## config.mk

```make
export PLATFORM = sky130hd
export DESIGN_NAME = link_status_led_driver
export DESIGN_NICKNAME = d
export VERILOG_FILES = /design/src/core/indicator_pkg.sv /design/src/core/link_status_led_driver.sv
export SDC_FILE = /design/constraint.sdc
export NUM_CORES = 1
export LEC_CHECK = 0
export BUFFER_PORTS_ARGS = -buffer_cell sky130_fd_sc_hd__buf_4
export CORE_ASPECT_RATIO = 0.8
export CORE_UTILIZATION = 66
export DETAILED_ROUTE_END_ITERATION = 6
export PLACE_DENSITY = 0.94
export SLEW_MARGIN = 20
export SYNTH_ARGS = -nofsm -noshare
export SYNTH_HDL_FRONTEND = slang
export SYNTH_SLANG_ARGS = --single-unit
```

## constraint.sdc

```tcl
create_clock -name mclk_i -period 12.9 [get_ports mclk_i]
set_clock_uncertainty 0.15 [all_clocks]
set_input_delay 3.87 -clock mclk_i [delete_from_list [all_inputs] [get_ports mclk_i]]
set_output_delay 3.87 -clock mclk_i [all_outputs]
set_load 0.02 [all_outputs]
```

## src/core/indicator_pkg.sv

```systemverilog
// constants and types of the status indicator driver
package indicator_pkg;

  localparam int NUM_IND = 5;

  // timing
  localparam int CLK_PERIOD_NS = 4;
  localparam int MS_NS         = 1000000;
  localparam int MS_CYCLES     = MS_NS / CLK_PERIOD_NS;
  localparam int STRETCH_MS    = 20;
  localparam int BLINK_UNIT_MS = 16;

  // register offsets inside management device 1
  localparam logic [15:0] OFS_MASK_FIRST  = 16'hA832;
  localparam logic [15:0] OFS_LINK_MASK   = 16'hA835;
  localparam logic [15:0] OFS_CTRL        = 16'hA83B;
  localparam logic [15:0] OFS_SRC         = 16'hA83C;
  localparam logic [15:0] OFS_SRC_TWO     = 16'hA83D;
  localparam logic [15:0] OFS_BLINK_FIRST = 16'hA841;

  // reset values
  localparam logic [15:0] MASK_RST      = 16'h0000;
  localparam logic [15:0] LINK_MASK_RST = 16'h0040;
  localparam logic [15:0] CTRL_RST      = 16'h1849;
  localparam logic [15:0] BLINK_RST     = 16'h0013;

  // index of the link status indicator
  localparam int LINK_IND = 3;

  // field positions
  localparam int CTRL_FIELD_W   = 3;
  localparam int CTRL_OE_BIT    = 0;
  localparam int CTRL_MODE_LSB  = 1;
  localparam int BLINK_PER_LSB  = 0;
  localparam int BLINK_STR_BIT  = 4;
  localparam int SRC_RX_BIT     = 1;
  localparam int SRC_TX_BIT     = 2;
  localparam int SRC_SPEED_LSB  = 3;
  localparam int SRC_ONE_BIT    = 5;
  localparam int SRC_LINK_BIT   = 6;
  localparam int SRC_10G_BIT    = 7;
  localparam int SRC2_2G5_BIT   = 2;
  localparam int SRC2_5G_BIT    = 3;

  localparam logic [1:0] SPEED_1G   = 2'h3;
  localparam logic [1:0] SPEED_100M = 2'h2;
  localparam logic [1:0] SPEED_NONE = 2'h0;

  typedef enum logic [1:0] {
    MODE_OFF   = 2'b00,
    MODE_BLINK = 2'b01,
    MODE_ON    = 2'b10,
    MODE_RSVD  = 2'b11
  } indicator_mode_t;

  typedef enum logic [1:0] {
    STRAP_SETTLE = 2'b00,
    STRAP_DONE   = 2'b01
  } strap_state_t;

endpackage : indicator_pkg

```

## src/core/link_status_led_driver.sv

```systemverilog
// status indicator driver with mask, mode, blink and stretch logic
//
// Function
// - five indicator outputs, each with its own function selection
// - per-indicator control words share one control register
// - a source reaches an indicator only when its mask bit is 1
// - several set mask bits are ORed together
// - the source status register drives indicators through the masks
// - each indicator has its own output enable
// - mode 00 holds the indicator off; 11 is reserved
// - mode 01 blinks on selected sources with a four-bit cycle field
// - mode 10 lights steadily while selected sources are asserted
// - source bit 1 is receive activity, bit 2 transmit activity
// - both activity masks set shows combined receive and transmit
// - source bits 4:3 give 11 for 1000M link, 10 for 100M
// - source bit 5 reads 1; bit 7 shows 10G link up
// - second source register: bit 2 2.5G up, bit 3 5G up
// - link status indicator mask starts at 0x0040 showing link
// - control registers apply at 10G, 1000M and 100M
// - default behaviour applies only when the strap is sampled low after reset
// - default behaviour at 10G, 5G and 2.5G
// - default behaviour at 1000M and 100M
`timescale 1ns/10ps
`default_nettype none

module link_status_led_driver #(
  parameter int TICK_CYCLES = indicator_pkg::MS_CYCLES
) (
  // clock and reset
  input  wire logic        mclk_i,
  input  wire logic        rst_i,
  // management register port
  input  wire logic [15:0] reg_addr_i,
  input  wire logic        reg_wr_i,
  input  wire logic        reg_rd_i,
  input  wire logic [15:0] reg_wdata_i,
  output logic      [15:0] reg_rdata_o,
  output logic             reg_ack_o,
  // status sources from the transceiver core
  input  wire logic        rx_act_i,
  input  wire logic        tx_act_i,
  input  wire logic        link_1g_i,
  input  wire logic        link_100m_i,
  input  wire logic        link_10g_i,
  input  wire logic        link_5g_i,
  input  wire logic        link_2g5_i,
  input  wire logic        master_i,
  input  wire logic        training_i,
  // default strap pin, low selects default behaviour
  input  wire logic        default_strap_i,
  // indicator pins
  output logic [4:0]       indicator_o,
  output logic [4:0]       indicator_oe_o
);

  localparam int N = indicator_pkg::NUM_IND;

  function automatic logic [7:0] blink_reload(input logic [3:0] per);
    blink_reload = 8'(({4'h0, per} + 8'h01)
                   * 8'(indicator_pkg::BLINK_UNIT_MS) - 8'h01);
  endfunction : blink_reload

  // registers
  logic [15:0] mask_r [N];
  logic [15:0] blink_cfg_r [N];
  logic [15:0] indicator_control_word_r;
  logic [15:0] src_r;
  logic [15:0] src_two_r;

  // ms tick
  logic [17:0] tick_cnt_r;
  logic        tick_r;

  always_ff @(posedge mclk_i) begin
    if (rst_i) begin
      tick_cnt_r <= 18'h00000;
      tick_r     <= 1'b0;
    end else if (tick_cnt_r == 18'(TICK_CYCLES - 1)) begin
      tick_cnt_r <= 18'h00000;
      tick_r     <= 1'b1;
    end else begin
      tick_cnt_r <= tick_cnt_r + 18'h00001;
      tick_r     <= 1'b0;
    end
  end

  // activity stretch
  logic [7:0] rx_str_r;
  logic [7:0] tx_str_r;
  logic       rx_long;
  logic       tx_long;

  always_ff @(posedge mclk_i) begin
    if (rst_i) begin
      rx_str_r <= 8'h00;
      tx_str_r <= 8'h00;
    end else begin
      if (rx_act_i)
        rx_str_r <= 8'(indicator_pkg::STRETCH_MS);
      else if (tick_r && rx_str_r != 8'h00)
        rx_str_r <= rx_str_r - 8'h01;
      if (tx_act_i)
        tx_str_r <= 8'(indicator_pkg::STRETCH_MS);
      else if (tick_r && tx_str_r != 8'h00)
        tx_str_r <= tx_str_r - 8'h01;
    end
  end

  assign rx_long = rx_act_i | (rx_str_r != 8'h00);
  assign tx_long = tx_act_i | (tx_str_r != 8'h00);

  // source status registers
  logic [1:0] speed;
  logic       link_any;
  logic       link_hi;

  assign link_hi  = link_10g_i | link_5g_i | link_2g5_i;
  assign link_any = link_hi | link_1g_i | link_100m_i;
  assign speed    = link_1g_i   ? indicator_pkg::SPEED_1G :
                    link_100m_i ? indicator_pkg::SPEED_100M :
                                  indicator_pkg::SPEED_NONE;

  always_ff @(posedge mclk_i) begin
    if (rst_i) begin
      src_r     <= 16'h0000;
      src_two_r <= 16'h0000;
    end else begin
      src_r <= 16'h0000;
      src_r[indicator_pkg::SRC_RX_BIT]  <= rx_act_i;
      src_r[indicator_pkg::SRC_TX_BIT]  <= tx_act_i;
      src_r[indicator_pkg::SRC_SPEED_LSB +: 2] <= speed;
      src_r[indicator_pkg::SRC_ONE_BIT] <= 1'b1;
      src_r[indicator_pkg::SRC_10G_BIT] <= link_10g_i;
      src_two_r <= 16'h0000;
      src_two_r[indicator_pkg::SRC2_2G5_BIT] <= link_2g5_i;
      src_two_r[indicator_pkg::SRC2_5G_BIT]  <= link_5g_i;
    end
  end

  // strap capture
  logic         strap_s1_r;
  logic         strap_s2_r;
  logic         strap_s3_r;
  logic         default_on_r;
  logic [1:0]   fill_r;
  indicator_pkg::strap_state_t strap_state_r;

  always_ff @(posedge mclk_i) begin
    if (rst_i) begin
      strap_s1_r <= 1'b1;
      strap_s2_r <= 1'b1;
      strap_s3_r <= 1'b1;
    end else begin
      strap_s1_r <= default_strap_i;
      strap_s2_r <= strap_s1_r;
      strap_s3_r <= strap_s2_r;
    end
  end

  always_ff @(posedge mclk_i) begin
    if (rst_i) begin
      strap_state_r <= indicator_pkg::STRAP_SETTLE;
      default_on_r  <= 1'b0;
      fill_r        <= 2'h0;
    end else begin
      case (strap_state_r)
        indicator_pkg::STRAP_SETTLE: begin
          // let the pin level reach the third flop before trusting it
          if (fill_r != 2'h3) begin
            fill_r <= fill_r + 2'h1;
          end else if (strap_s2_r == strap_s3_r) begin
            default_on_r  <= ~strap_s3_r;
            strap_state_r <= indicator_pkg::STRAP_DONE;
          end
        end
        default: begin
          strap_state_r <= indicator_pkg::STRAP_DONE;
        end
      endcase
    end
  end

  // register writes
  always_ff @(posedge mclk_i) begin
    if (rst_i) begin
      for (int i = 0; i < N; i++) begin
        mask_r[i]      <= (i == indicator_pkg::LINK_IND) ?
                          indicator_pkg::LINK_MASK_RST :
                          indicator_pkg::MASK_RST;
        blink_cfg_r[i] <= indicator_pkg::BLINK_RST;
      end
      indicator_control_word_r <= indicator_pkg::CTRL_RST;
    end else if (reg_wr_i) begin
      if (reg_addr_i == indicator_pkg::OFS_CTRL) begin
        indicator_control_word_r <= reg_wdata_i;
      end else begin
        for (int i = 0; i < N; i++) begin
          if (reg_addr_i == indicator_pkg::OFS_MASK_FIRST + 16'(i))
            mask_r[i] <= reg_wdata_i;
          else if (reg_addr_i == indicator_pkg::OFS_BLINK_FIRST + 16'(i))
            blink_cfg_r[i] <= reg_wdata_i;
        end
      end
    end
  end

  // register reads, one cycle answer, unmapped reads zero
  logic [15:0] rd_data;

  always_comb begin
    rd_data = 16'h0000;
    if (reg_addr_i == indicator_pkg::OFS_CTRL) begin
      rd_data = indicator_control_word_r;
    end else if (reg_addr_i == indicator_pkg::OFS_SRC) begin
      rd_data = src_r;
    end else if (reg_addr_i == indicator_pkg::OFS_SRC_TWO) begin
      rd_data = src_two_r;
    end else begin
      for (int i = 0; i < N; i++) begin
        if (reg_addr_i == indicator_pkg::OFS_MASK_FIRST + 16'(i))
          rd_data = mask_r[i];
        else if (reg_addr_i == indicator_pkg::OFS_BLINK_FIRST + 16'(i))
          rd_data = blink_cfg_r[i];
      end
    end
  end

  always_ff @(posedge mclk_i) begin
    if (rst_i) begin
      reg_rdata_o <= 16'h0000;
      reg_ack_o   <= 1'b0;
    end else begin
      reg_rdata_o <= reg_rd_i ? rd_data : 16'h0000;
      reg_ack_o   <= reg_rd_i | reg_wr_i;
    end
  end

  // per indicator selection and mode
  typedef indicator_pkg::indicator_mode_t indicator_mode_t;

  logic [N-1:0]    want;
  logic [N-1:0]    enable;
  indicator_mode_t mode [N];
  logic [15:0]     src_eff [N];
  logic [N-1:0]    phase_r;
  logic [7:0]      blink_cnt_r [N];

  always_comb begin
    for (int i = 0; i < N; i++) begin
      src_eff[i] = src_r;
      src_eff[i][indicator_pkg::SRC_LINK_BIT] = link_any;
      if (blink_cfg_r[i][indicator_pkg::BLINK_STR_BIT]) begin
        src_eff[i][indicator_pkg::SRC_RX_BIT] = rx_long;
        src_eff[i][indicator_pkg::SRC_TX_BIT] = tx_long;
      end
      want[i]   = |(mask_r[i] & src_eff[i]);
      mode[i]   = indicator_mode_t'(indicator_control_word_r[
                  i*indicator_pkg::CTRL_FIELD_W
                  + indicator_pkg::CTRL_MODE_LSB +: 2]);
      enable[i] = ~indicator_control_word_r[
                  i*indicator_pkg::CTRL_FIELD_W
                  + indicator_pkg::CTRL_OE_BIT];
    end
    if (default_on_r) begin
      want[0]   = link_hi ? master_i : link_1g_i;
      mode[0]   = indicator_pkg::MODE_ON;
      want[1]   = training_i | link_5g_i | link_2g5_i
                  | link_1g_i | link_100m_i;
      mode[1]   = training_i ? indicator_pkg::MODE_BLINK
                             : indicator_pkg::MODE_ON;
      want[2]   = rx_long | tx_long;
      mode[2]   = indicator_pkg::MODE_BLINK;
      want[4]   = link_hi;
      mode[4]   = indicator_pkg::MODE_ON;
      enable[0] = 1'b1;
      enable[1] = 1'b1;
      enable[2] = 1'b1;
      enable[4] = 1'b1;
    end
  end

  // blink engines restart with the indicator lit
  always_ff @(posedge mclk_i) begin
    if (rst_i) begin
      for (int i = 0; i < N; i++) begin
        phase_r[i]     <= 1'b1;
        blink_cnt_r[i] <= 8'h00;
      end
    end else begin
      for (int i = 0; i < N; i++) begin
        if (!want[i]) begin
          phase_r[i]     <= 1'b1;
          blink_cnt_r[i] <= blink_reload(blink_cfg_r[i][3:0]);
        end else if (tick_r) begin
          if (blink_cnt_r[i] == 8'h00) begin
            phase_r[i]     <= ~phase_r[i];
            blink_cnt_r[i] <= blink_reload(blink_cfg_r[i][3:0]);
          end else begin
            blink_cnt_r[i] <= blink_cnt_r[i] - 8'h01;
          end
        end
      end
    end
  end

  always_ff @(posedge mclk_i) begin
    if (rst_i) begin
      indicator_o    <= 5'h00;
      indicator_oe_o <= 5'h00;
    end else begin
      for (int i = 0; i < N; i++) begin
        indicator_oe_o[i] <= enable[i];
        case (mode[i])
          indicator_pkg::MODE_BLINK:
            indicator_o[i] <= want[i] & phase_r[i];
          indicator_pkg::MODE_ON:
            indicator_o[i] <= want[i];
          default:
            indicator_o[i] <= 1'b0;
        endcase
      end
    end
  end

endmodule : link_status_led_driver

`default_nettype wire

```

# [After elaboration in Yosys (flattened, before gate mapping)]
# Memory sizes are Yosys's and may differ from the RTL's.
# Index checks and enable logic that the tools add are counted.
[word_totals] elab_cells=365 ff_bits=122 inputBits=46 n_memories=3 ram_bits=200
[memory_table] name="blink_cfg_r" depth=5 width=16 rd=5 rd_clocked_by_memory_dff=0 wr=5 line_no="link_status_led_driver.sv:65" text="logic [15:0] blink_cfg_r [N];"
[memory_table] name="mask_r" depth=5 width=16 rd=5 rd_clocked_by_memory_dff=0 wr=5 line_no="link_status_led_driver.sv:64" text="logic [15:0] mask_r [N];"
[memory_table] name="blink_cnt_r" depth=5 width=8 rd=5 rd_clocked_by_memory_dff=0 wr=5 line_no="link_status_led_driver.sv:246" text="logic [7:0] blink_cnt_r [N];"
[op_classes] addsub=19 n_bitwise=65 n_eq_ne=28 reduce_logical=35 n_mux=189
[op_table] op="16-bit 2-to-1 mux" count=23
[op_table] op="16-bit equality test (second input constant)" count=13
[op_table] op="1-bit 2-to-1 mux" count=129
[op_table] op="8-bit 2-to-1 mux" count=15
[op_table] op="8-bit by 1-bit subtractor with 8-bit output (second input constant)" count=12
[op_table] op="16-bit AND" count=5
[op_table] op="16-bit OR reduction" count=5
[op_table] op="8-bit logical NOT" count=5
[op_table] op="1-bit OR" count=37
[op_table] op="4-bit by 1-bit adder with 4-bit output (second input constant)" count=5
[op_table] op="5-bit 2-to-1 mux" count=4
[op_table] op="18-bit by 1-bit adder with 18-bit output (second input constant)" count=1
[op_table] op="18-bit equality test (second input constant)" count=1
[op_table] op="2-bit 2-to-1 mux" count=9
[op_table] op="1-bit NOT" count=18
[op_table] op="2-bit OR reduction" count=9
[op_table] op="2-bit AND reduction" count=8
[op_table] op="8-bit nonzero test" count=2
[op_table] op="6-bit 2-to-1 mux" count=2
[op_table] op="2-bit by 1-bit equality test with 1-bit output (second input constant)" count=5
[op_table] op="2-bit equality test (second input constant)" count=5
[op_table] op="1-bit one-hot mux with 2 select lines" count=5
[op_table] op="3-bit 2-to-1 mux" count=2
[op_table] op="2-bit inequality test (second input constant)" count=3
[op_table] op="other kinds (7)" count=13

# [Longest topological paths before layout]
# Gate-level depths: netlist of the first run.
[logic_depth] ltp_word=14 mapped_depth=10 ltp_nobuf=9

# [Least setup slack after synthesis of the first run]
# No wires, ideal clock.
[synth_path] path_kind="input -> register" from="in reg_addr_i[9]" to="mem mask_r[4][0] (netlist: mask_r[0][64]), enable pin" arrival_ns=6.350 setup_time_ns=0.411 cell_stages=6 path_slack_ns=5.988 path_cell_list="nor4_2 > nand4_1 > or3_1 > clkbuf_1 > clkbuf_1 > o21ai_0"
[synth_lines] item="from (decl)" line_no="link_status_led_driver.sv:33" text="input wire logic [15:0] reg_addr_i,"
[synth_lines] item="to (decl)" line_no="link_status_led_driver.sv:64"

# [Worst setup path after layout of the first run]
[layout_path] from="in reg_addr_i[5]" to="reg reg_rdata_o[14]"
[layout_via] elab_chain_len=14 word_cells_on_any_way=26
[layout_lines] item="16-bit equality test" line_no="link_status_led_driver.sv:222" text="else if (reg_addr_i == indicator_pkg::OFS_BLINK_FIRST + 16'(i))"
[layout_lines] item="16-bit 2-to-1 mux" line_no="link_status_led_driver.sv:222"
[layout_lines] item="16-bit 2-to-1 mux" line_no="link_status_led_driver.sv:220" text="if (reg_addr_i == indicator_pkg::OFS_MASK_FIRST + 16'(i))"
[layout_lines] item="16-bit 2-to-1 mux" line_no="link_status_led_driver.sv:222"
[layout_lines] item="16-bit 2-to-1 mux" line_no="link_status_led_driver.sv:220"
[layout_lines] item="16-bit 2-to-1 mux" line_no="link_status_led_driver.sv:222"
[layout_lines] item="16-bit 2-to-1 mux" line_no="link_status_led_driver.sv:220"
[layout_lines] item="16-bit 2-to-1 mux" line_no="link_status_led_driver.sv:222"
[layout_lines] item="16-bit 2-to-1 mux" line_no="link_status_led_driver.sv:220"
[layout_lines] item="16-bit 2-to-1 mux" line_no="link_status_led_driver.sv:222"
[layout_lines] item="16-bit 2-to-1 mux" line_no="link_status_led_driver.sv:220"
[layout_lines] item="16-bit 2-to-1 mux" line_no="link_status_led_driver.sv:216" text="end else if (reg_addr_i == indicator_pkg::OFS_SRC_TWO) begin"
[layout_lines] item="16-bit 2-to-1 mux" line_no="link_status_led_driver.sv:214" text="end else if (reg_addr_i == indicator_pkg::OFS_SRC) begin"
[layout_lines] item="16-bit 2-to-1 mux (*)" line_no="link_status_led_driver.sv:212" text="if (reg_addr_i == indicator_pkg::OFS_CTRL) begin"
[layout_lines] item="to (signal assigned)" line_no="link_status_led_driver.sv:233" text="reg_rdata_o <= reg_rd_i ? rd_data : 16'h0000;"
[layout_lines] item="to (decl)" line_no="link_status_led_driver.sv:37" text="output logic [15:0] reg_rdata_o,"
# Every way passes the cells marked *; elsewhere a longest branch is shown, timed or not.
# A chain may end at the register's enable or synchronous reset.

==> results of run 1 <==
kinds of logic (layout without fill, tap and decap cells):
logic type	after synthesis	in the layout	share of synthesized area
compound gates	268	268	0.1391
xor+xnor	90	90	0.05740
fa+ha+maj	31	31	0.02824
mux	11	11	0.008109
buf+inv	87	181	0.02669
flops	298	298	0.5802
simple gates	427	427	0.1603
critical path, delay by kind of cell:
family	cells	cell delay (ns)
AO/OA/AOI/OAI	3	1.18
buffers and inverters	1	0.12
AND/OR/NAND/NOR	4	2.21
layout by cell type (no fill, tap or decap), drive strengths merged, types with 9 or more instances in the layout:
cell type | Yosys | final
a221oi | 13 | 13
mux2i | 10 | 10
o311a | 9 | 9
edfxtp | 200 | 200
nand2 | 119 | 119
a22oi | 15 | 15
o221ai | 12 | 12
a211oi | 23 | 23
nor3 | 37 | 37
buf | 16 | 92
xnor2 | 50 | 50
clkbuf | 34 | 38
o22ai | 12 | 12
nor2 | 109 | 109
nand4 | 9 | 9
xor2 | 40 | 40
dfxtp | 98 | 98
nand3 | 31 | 31
a21oi | 80 | 80
and2 | 32 | 32
clkinv | 1 | 12
nor4 | 18 | 18
ha | 31 | 31
a222oi | 9 | 9
or3 | 9 | 9
o21ai | 26 | 26
nand2b | 10 | 10
nor2b | 9 | 9
inv | 36 | 36
layer usage:
metal	track usage	up-vias
met5	0	-
met4	0.1919	2
met3	0.1310	242
met2	0.5758	1044
met1	0.5012	5081
li1	-	4665
power groups by stage:
stage                     Clock, mW  Combinational (mW)  Sequential (mW)
final                         0.852               0.167             1.12
after detailed placement          0               0.162             1.13
after global placement            0               0.154             1.13
after floorplan                   0               0.113             1.12
after CTS                     0.844               0.165             1.11
after global routing          0.876               0.181             1.12
how the worst min path moves through the flow:
stage	slack, ns	endpoint	depth (start not counted)	start
4_1_cts	0.26	strap_s2_r	1	strap_s1_r
3_3_place_gp	0.24	strap_s2_r	1	strap_s1_r
3_5_place_dp	0.25	strap_s2_r	1	strap_s1_r
2_1_floorplan	0.24	strap_s2_r	1	strap_s1_r
5_1_grt	0.28	strap_s2_r	1	strap_s1_r
6_report	0.26	strap_s2_r	1	strap_s1_r
flip-flops by register name, summed over array words and instances (netlist names), 6 cells and up:
signal	flops
tx_str_r	8
blink_cnt_r	40
mask_r	80
rx_str_r	8
blink_cfg_r	80
reg_rdata_o	16
indicator_control_word_r	16
tick_cnt_r	18
src_r	6
through the flow:
stage          setup WS [ns]  hold WS (ns)  instance area (µm²)  power (mW)  instances
2_1_floorplan          5.988        0.2395                13730       1.231       1212
3_3_place_gp           5.846        0.2422                14540       1.283       1518
3_5_place_dp           5.681        0.2471                14540       1.294       1518
4_1_cts                6.217        0.2636                15480       2.122       1570
5_1_grt                5.796        0.2821                15480       2.177       1570
6_report               5.833        0.2621                15480       2.135       1570
layout make-up:
cell class                 count  area, µm²  share of cell area
clock inverter                14      141.4            0.009133
clock buffer                  38      799.5             0.05164
multi-input combinational    827       5413              0.3496
inverter                      37      138.9            0.008971
timing repair buffer          92      690.7             0.04461
sequential                   298       7968              0.5147
tap                          264      330.3             0.02134
==> metrics, run 1 <==
run status finished with violations; failing checks design-rule violations; via count 11034; worst path cell trace buf_4 > nor3b_1 > nand4_1 > nor4_4 > a221oi_1 > a2111oi_0 > nor2_1 > a31oi_1; peak supply drop 120.8 µV; syn avg cell area 11.33 µm²; Core Area 20090 µm²; Ports 73; Power Density 137.9 nW/µm²; Synth-to-Final Area Change 12.73%; Synth Cell Area 13730 µm²; Clk Tree Root Cell clkbuf_16; Final Hold Vio Count 0; Net Count, Synth 1289; Port Buf Inserts 72; largest net degree at the start of global routing 48; drt total wl 40420 µm; Slew Viols, Final 0; Skew-Pair Late Insertion Delay 0.55 ns; RSZ-0062 raised after global routing false; RR Endpoint blink_cnt_r[4][4]; Met1 Routed Length 14390 µm; routability congestion estimate 1.023; CP Launch Type primary input; Gate power share 0.078; Die X 163.3 µm; met3 wire length 6319 µm; Hold Path Class flip-flop to flip-flop; share of post-route cells with drive strength above 1 0.1332; Pleak 5.498 nW; Via density 7.028; Distinct cells, synth 77; most common cell in the synthesized netlist edfxtp_1; synth cell count leaders 200 x edfxtp_1, 118 x nand2_1, 109 x nor2_1, 98 x dfxtp_1, 75 x a21oi_1; Crit Path Class primary input to flip-flop; DR pass1 iterations 7; site row count 46; clock buffer count from CTS 28; setup TNS 0 ns; Clock Power Share 0.399; vias in the first global route 10754; critical path endpoint category flip-flop; FILL cells 1232; Final Critical Period 7.067 ns; slowest stage cell, crit path nor4_4; final core utilization 0.7707; n_diodes 0; r2r setup slk 9.60 ns; top cell type's share of synthesized area 0.4373; Post-Synthesis Cells 1212; GRT Util Overall 0.3841; Primary FF master, synth edfxtp_1; post-route ant nets 0; P_int 1.630 mW; ys async rst share 0; yosys warns 0; CP Max Fanout 16; die area 21390 µm²; Slew headroom 0.2014; DP Wirelength 27170 µm; CP arrival 7.39 ns; Sw Pwr 0.5051 mW; First DRT Iteration DRCs 2271; initial antenna violation count 1; routed length on met2 17320 µm; end of the critical path reg_rdata_o[14]; Tightest Pin Transition 1.189 ns; DRC Markers 22; fin crit share 0.5479; post-cts sizing count 0; Final setup viols 0; Total Nets Final 1361; Crit. Startpoint reg_addr_i[5]; Req. time, crit path 13.22 ns; worst reg2reg startpoint rx_str_r[0]; post-DR wirelength/cell 25.74 µm; R2R cell count 10; crit-path max cell delay 1.12 ns; Initial Utilization 0.6837; CTS sink cnt 298; worst-case clock buffer depth 3; EDFF count, synth 200; Die Ht 131.0 µm; global-route wire length before repair 60900 µm; top sig layer met5; register bit total from synthesis 298; Sw Ratio 0.2366; Seq pwr share 0.523; fmax 141.5 MHz; area leader, netlist edfxtp_1; top post-synthesis cells by area edfxtp_1 44%, dfxtp_1 14%, nand2_1 3.2%; Remaining Overflow, GRT 0; cts hold-fix bufs 0; setup repair bufs after CTS 0; CTS tree built; clock slew at reported path FFs 0.07 ns; max-cap violations 0; htree depth 1; post-synthesis sequential area ratio 0.5802
Power figures use the tool's default switching activity.
==> inputs of run 2 (changes only) <==
- CORE_UTILIZATION: 66 -> 61
- PLACE_DENSITY: 0.94 -> 0.89
- clock period: 12.9 -> 7.1 ns (I/O delays scaled with it)
==> run 2 against run 1 <==
  * The run still ends with design-rule violations left
  * Setup slack got worse by 3.9 ns
  * Combinational power increased by 81%
  * Register-to-register slack worse by 5.7 ns
  * Non-clock buffer count decreased by 4
  * Routed wire length decreased by 3.8%
  * Count of clock-buffer cells in the layout is 3 lower
  * First-iteration DRC count decreased by 29%
==> metrics, run 2 (synthesis results as in run 1) <==
GRT Util Overall 0.3372; commonest non-fill, non-tap cells in the layout 200 x edfxtp_1, 118 x nand2_1, 107 x nor2_1; n_diodes 0; site row count 48; post-route ant nets 0; setup repair bufs after CTS 0; Slew headroom 0.1544; Hold Path Class flip-flop to flip-flop; vias in the first global route 10230; Clk Tree Root Cell clkbuf_16; max-cap violations 0; htree depth 1; fin crit share 0.7210; Synth-to-Final Area Change 13.13%; WHS Path Cells 1; DRC Markers 14; worst path cell trace buf_4 > nor3b_1 > nand4_1 > nor4_4 > nand2_1 > nand2_1; final core utilization 0.7126; Die Ht 136.2 µm; DR pass1 iterations 7; Final Critical Period 5.119 ns; Crit path depth 6; setup TNS 0 ns; Remaining Overflow, GRT 0; Die X 169.8 µm; Skew-Pair Late Insertion Delay 0.56 ns; drt total wl 38890 µm; hold path start strap_s1_r; CTS tree built; worst reg2reg startpoint default_on_r; Crit Path Class primary input to flip-flop; fmax 195.3 MHz; Power Density 251.7 nW/µm²; top flop regs blink_cfg_r x80, mask_r x80, blink_cnt_r x40; Initial Utilization 0.6299; initial antenna violation count 1; CTS sink cnt 298; clock slew at reported path FFs 0.06 ns; Pleak 5.487 nW; RR Endpoint blink_cnt_r[4][4]; Core Area 21800 µm²; share of post-route cells with drive strength above 1 0.1329; run status finished with violations; CP Launch Type primary input; global-route wire length before repair 58300 µm; Via density 6.728; Total Nets Final 1357; CP arrival 5.14 ns; commonest non-fill, non-tap cell in the layout edfxtp_1; Ports 73; Final setup viols 0; FILL cells 1489; slowest stage cell, crit path nor4_4; failing checks design-rule violations; CP Max Fanout 16; Tightest Pin Transition 1.236 ns; R2R cell count 7; clock buffer count from CTS 28; worst-case clock buffer depth 3; critical path endpoint category flip-flop; Power Total 3.910 mW; post-cts sizing count 0; crit-path max cell delay 1.12 ns; RSZ-0062 raised after global routing false; via count 10779; worst hold slack 0.2723 ns; routability congestion estimate 0.9895; largest net degree at the start of global routing 48; Final Hold Vio Count 0; DP Wirelength 26980 µm; r2r setup slk 3.87 ns; buffers and inverters on the worst path 1; WHS Endpoint strap_s2_r; First DRT Iteration DRCs 1609; cts hold-fix bufs 0; post-DR wirelength/cell 24.27 µm; Port Buf Inserts 72; Req. time, crit path 7.12 ns; top cell family by delay on the critical path simple AND/OR/NAND/NOR gates; Worst path most repeated cell nand2_1; die area 23120 µm²; Slew Viols, Final 0; peak supply drop 224.3 µV
==> run 2: power breakdown <==
part	switching [mW]	total, mW	internal (mW)
clock	0.659	1.58	0.921
combinational	0.184	0.303	0.119
sequential	0.0792	2.03	1.95
==> run 2: final cells by class <==
type	count	area, µm²	share of cell area
Sequential cell	298	7968	0.5128
Inverter	37	138.9	0.008939
Tap cell	300	375.4	0.02416
Timing Repair Buffer	88	660.6	0.04252
Clock buffer	35	778.2	0.05009
Clock inverter	17	188.9	0.01216
Multi-Input combinational cell	827	5426	0.3493
==> run 2: metrics by stage <==
step           cells  worst slack (ns)  area (µm²)
2_1_floorplan   1212             1.928       13730
3_3_place_gp    1550             1.784       14560
3_5_place_dp    1550             1.639       14560
4_1_cts         1602             2.221       15520
5_1_grt         1602             1.858       15540
6_report        1602             1.981       15540
==> run 2: how the worst max path moves through the flow <==
stage | endpoint | slack (ns) | startpoint
2_1_floorplan | mask_r[0][64] | 1.93 | reg_addr_i[9]
3_3_place_gp | blink_cfg_r[0][4] | 1.78 | reg_addr_i[5]
3_5_place_dp | blink_cfg_r[0][4] | 1.64 | reg_addr_i[5]
4_1_cts | blink_cfg_r[0][2] | 2.22 | reg_addr_i[5]
5_1_grt | blink_cfg_r[0][4] | 1.86 | reg_addr_i[5]
6_report | blink_cfg_r[0][7] | 1.98 | reg_addr_i[5]
==> run 2: metal layers <==
layer,GRT usage,routed length (µm),part of all wire
met1,0.4500,14670,0.38
met5,0,0,0
met4,0.1276,1737,0.045
met2,0.5123,16830,0.43
met3,0.1124,5655,0.15
==> run 2: worst reg2reg max path: stages (launching register included) <==
cell and delay (ns):
dfxtp_1 0.47, inv_1 0.55, nor3_1 0.16, a211oi_1 0.60
a41o_1 0.26, buf_4 0.40, o21ai_0 0.19, a22o_1 0.21
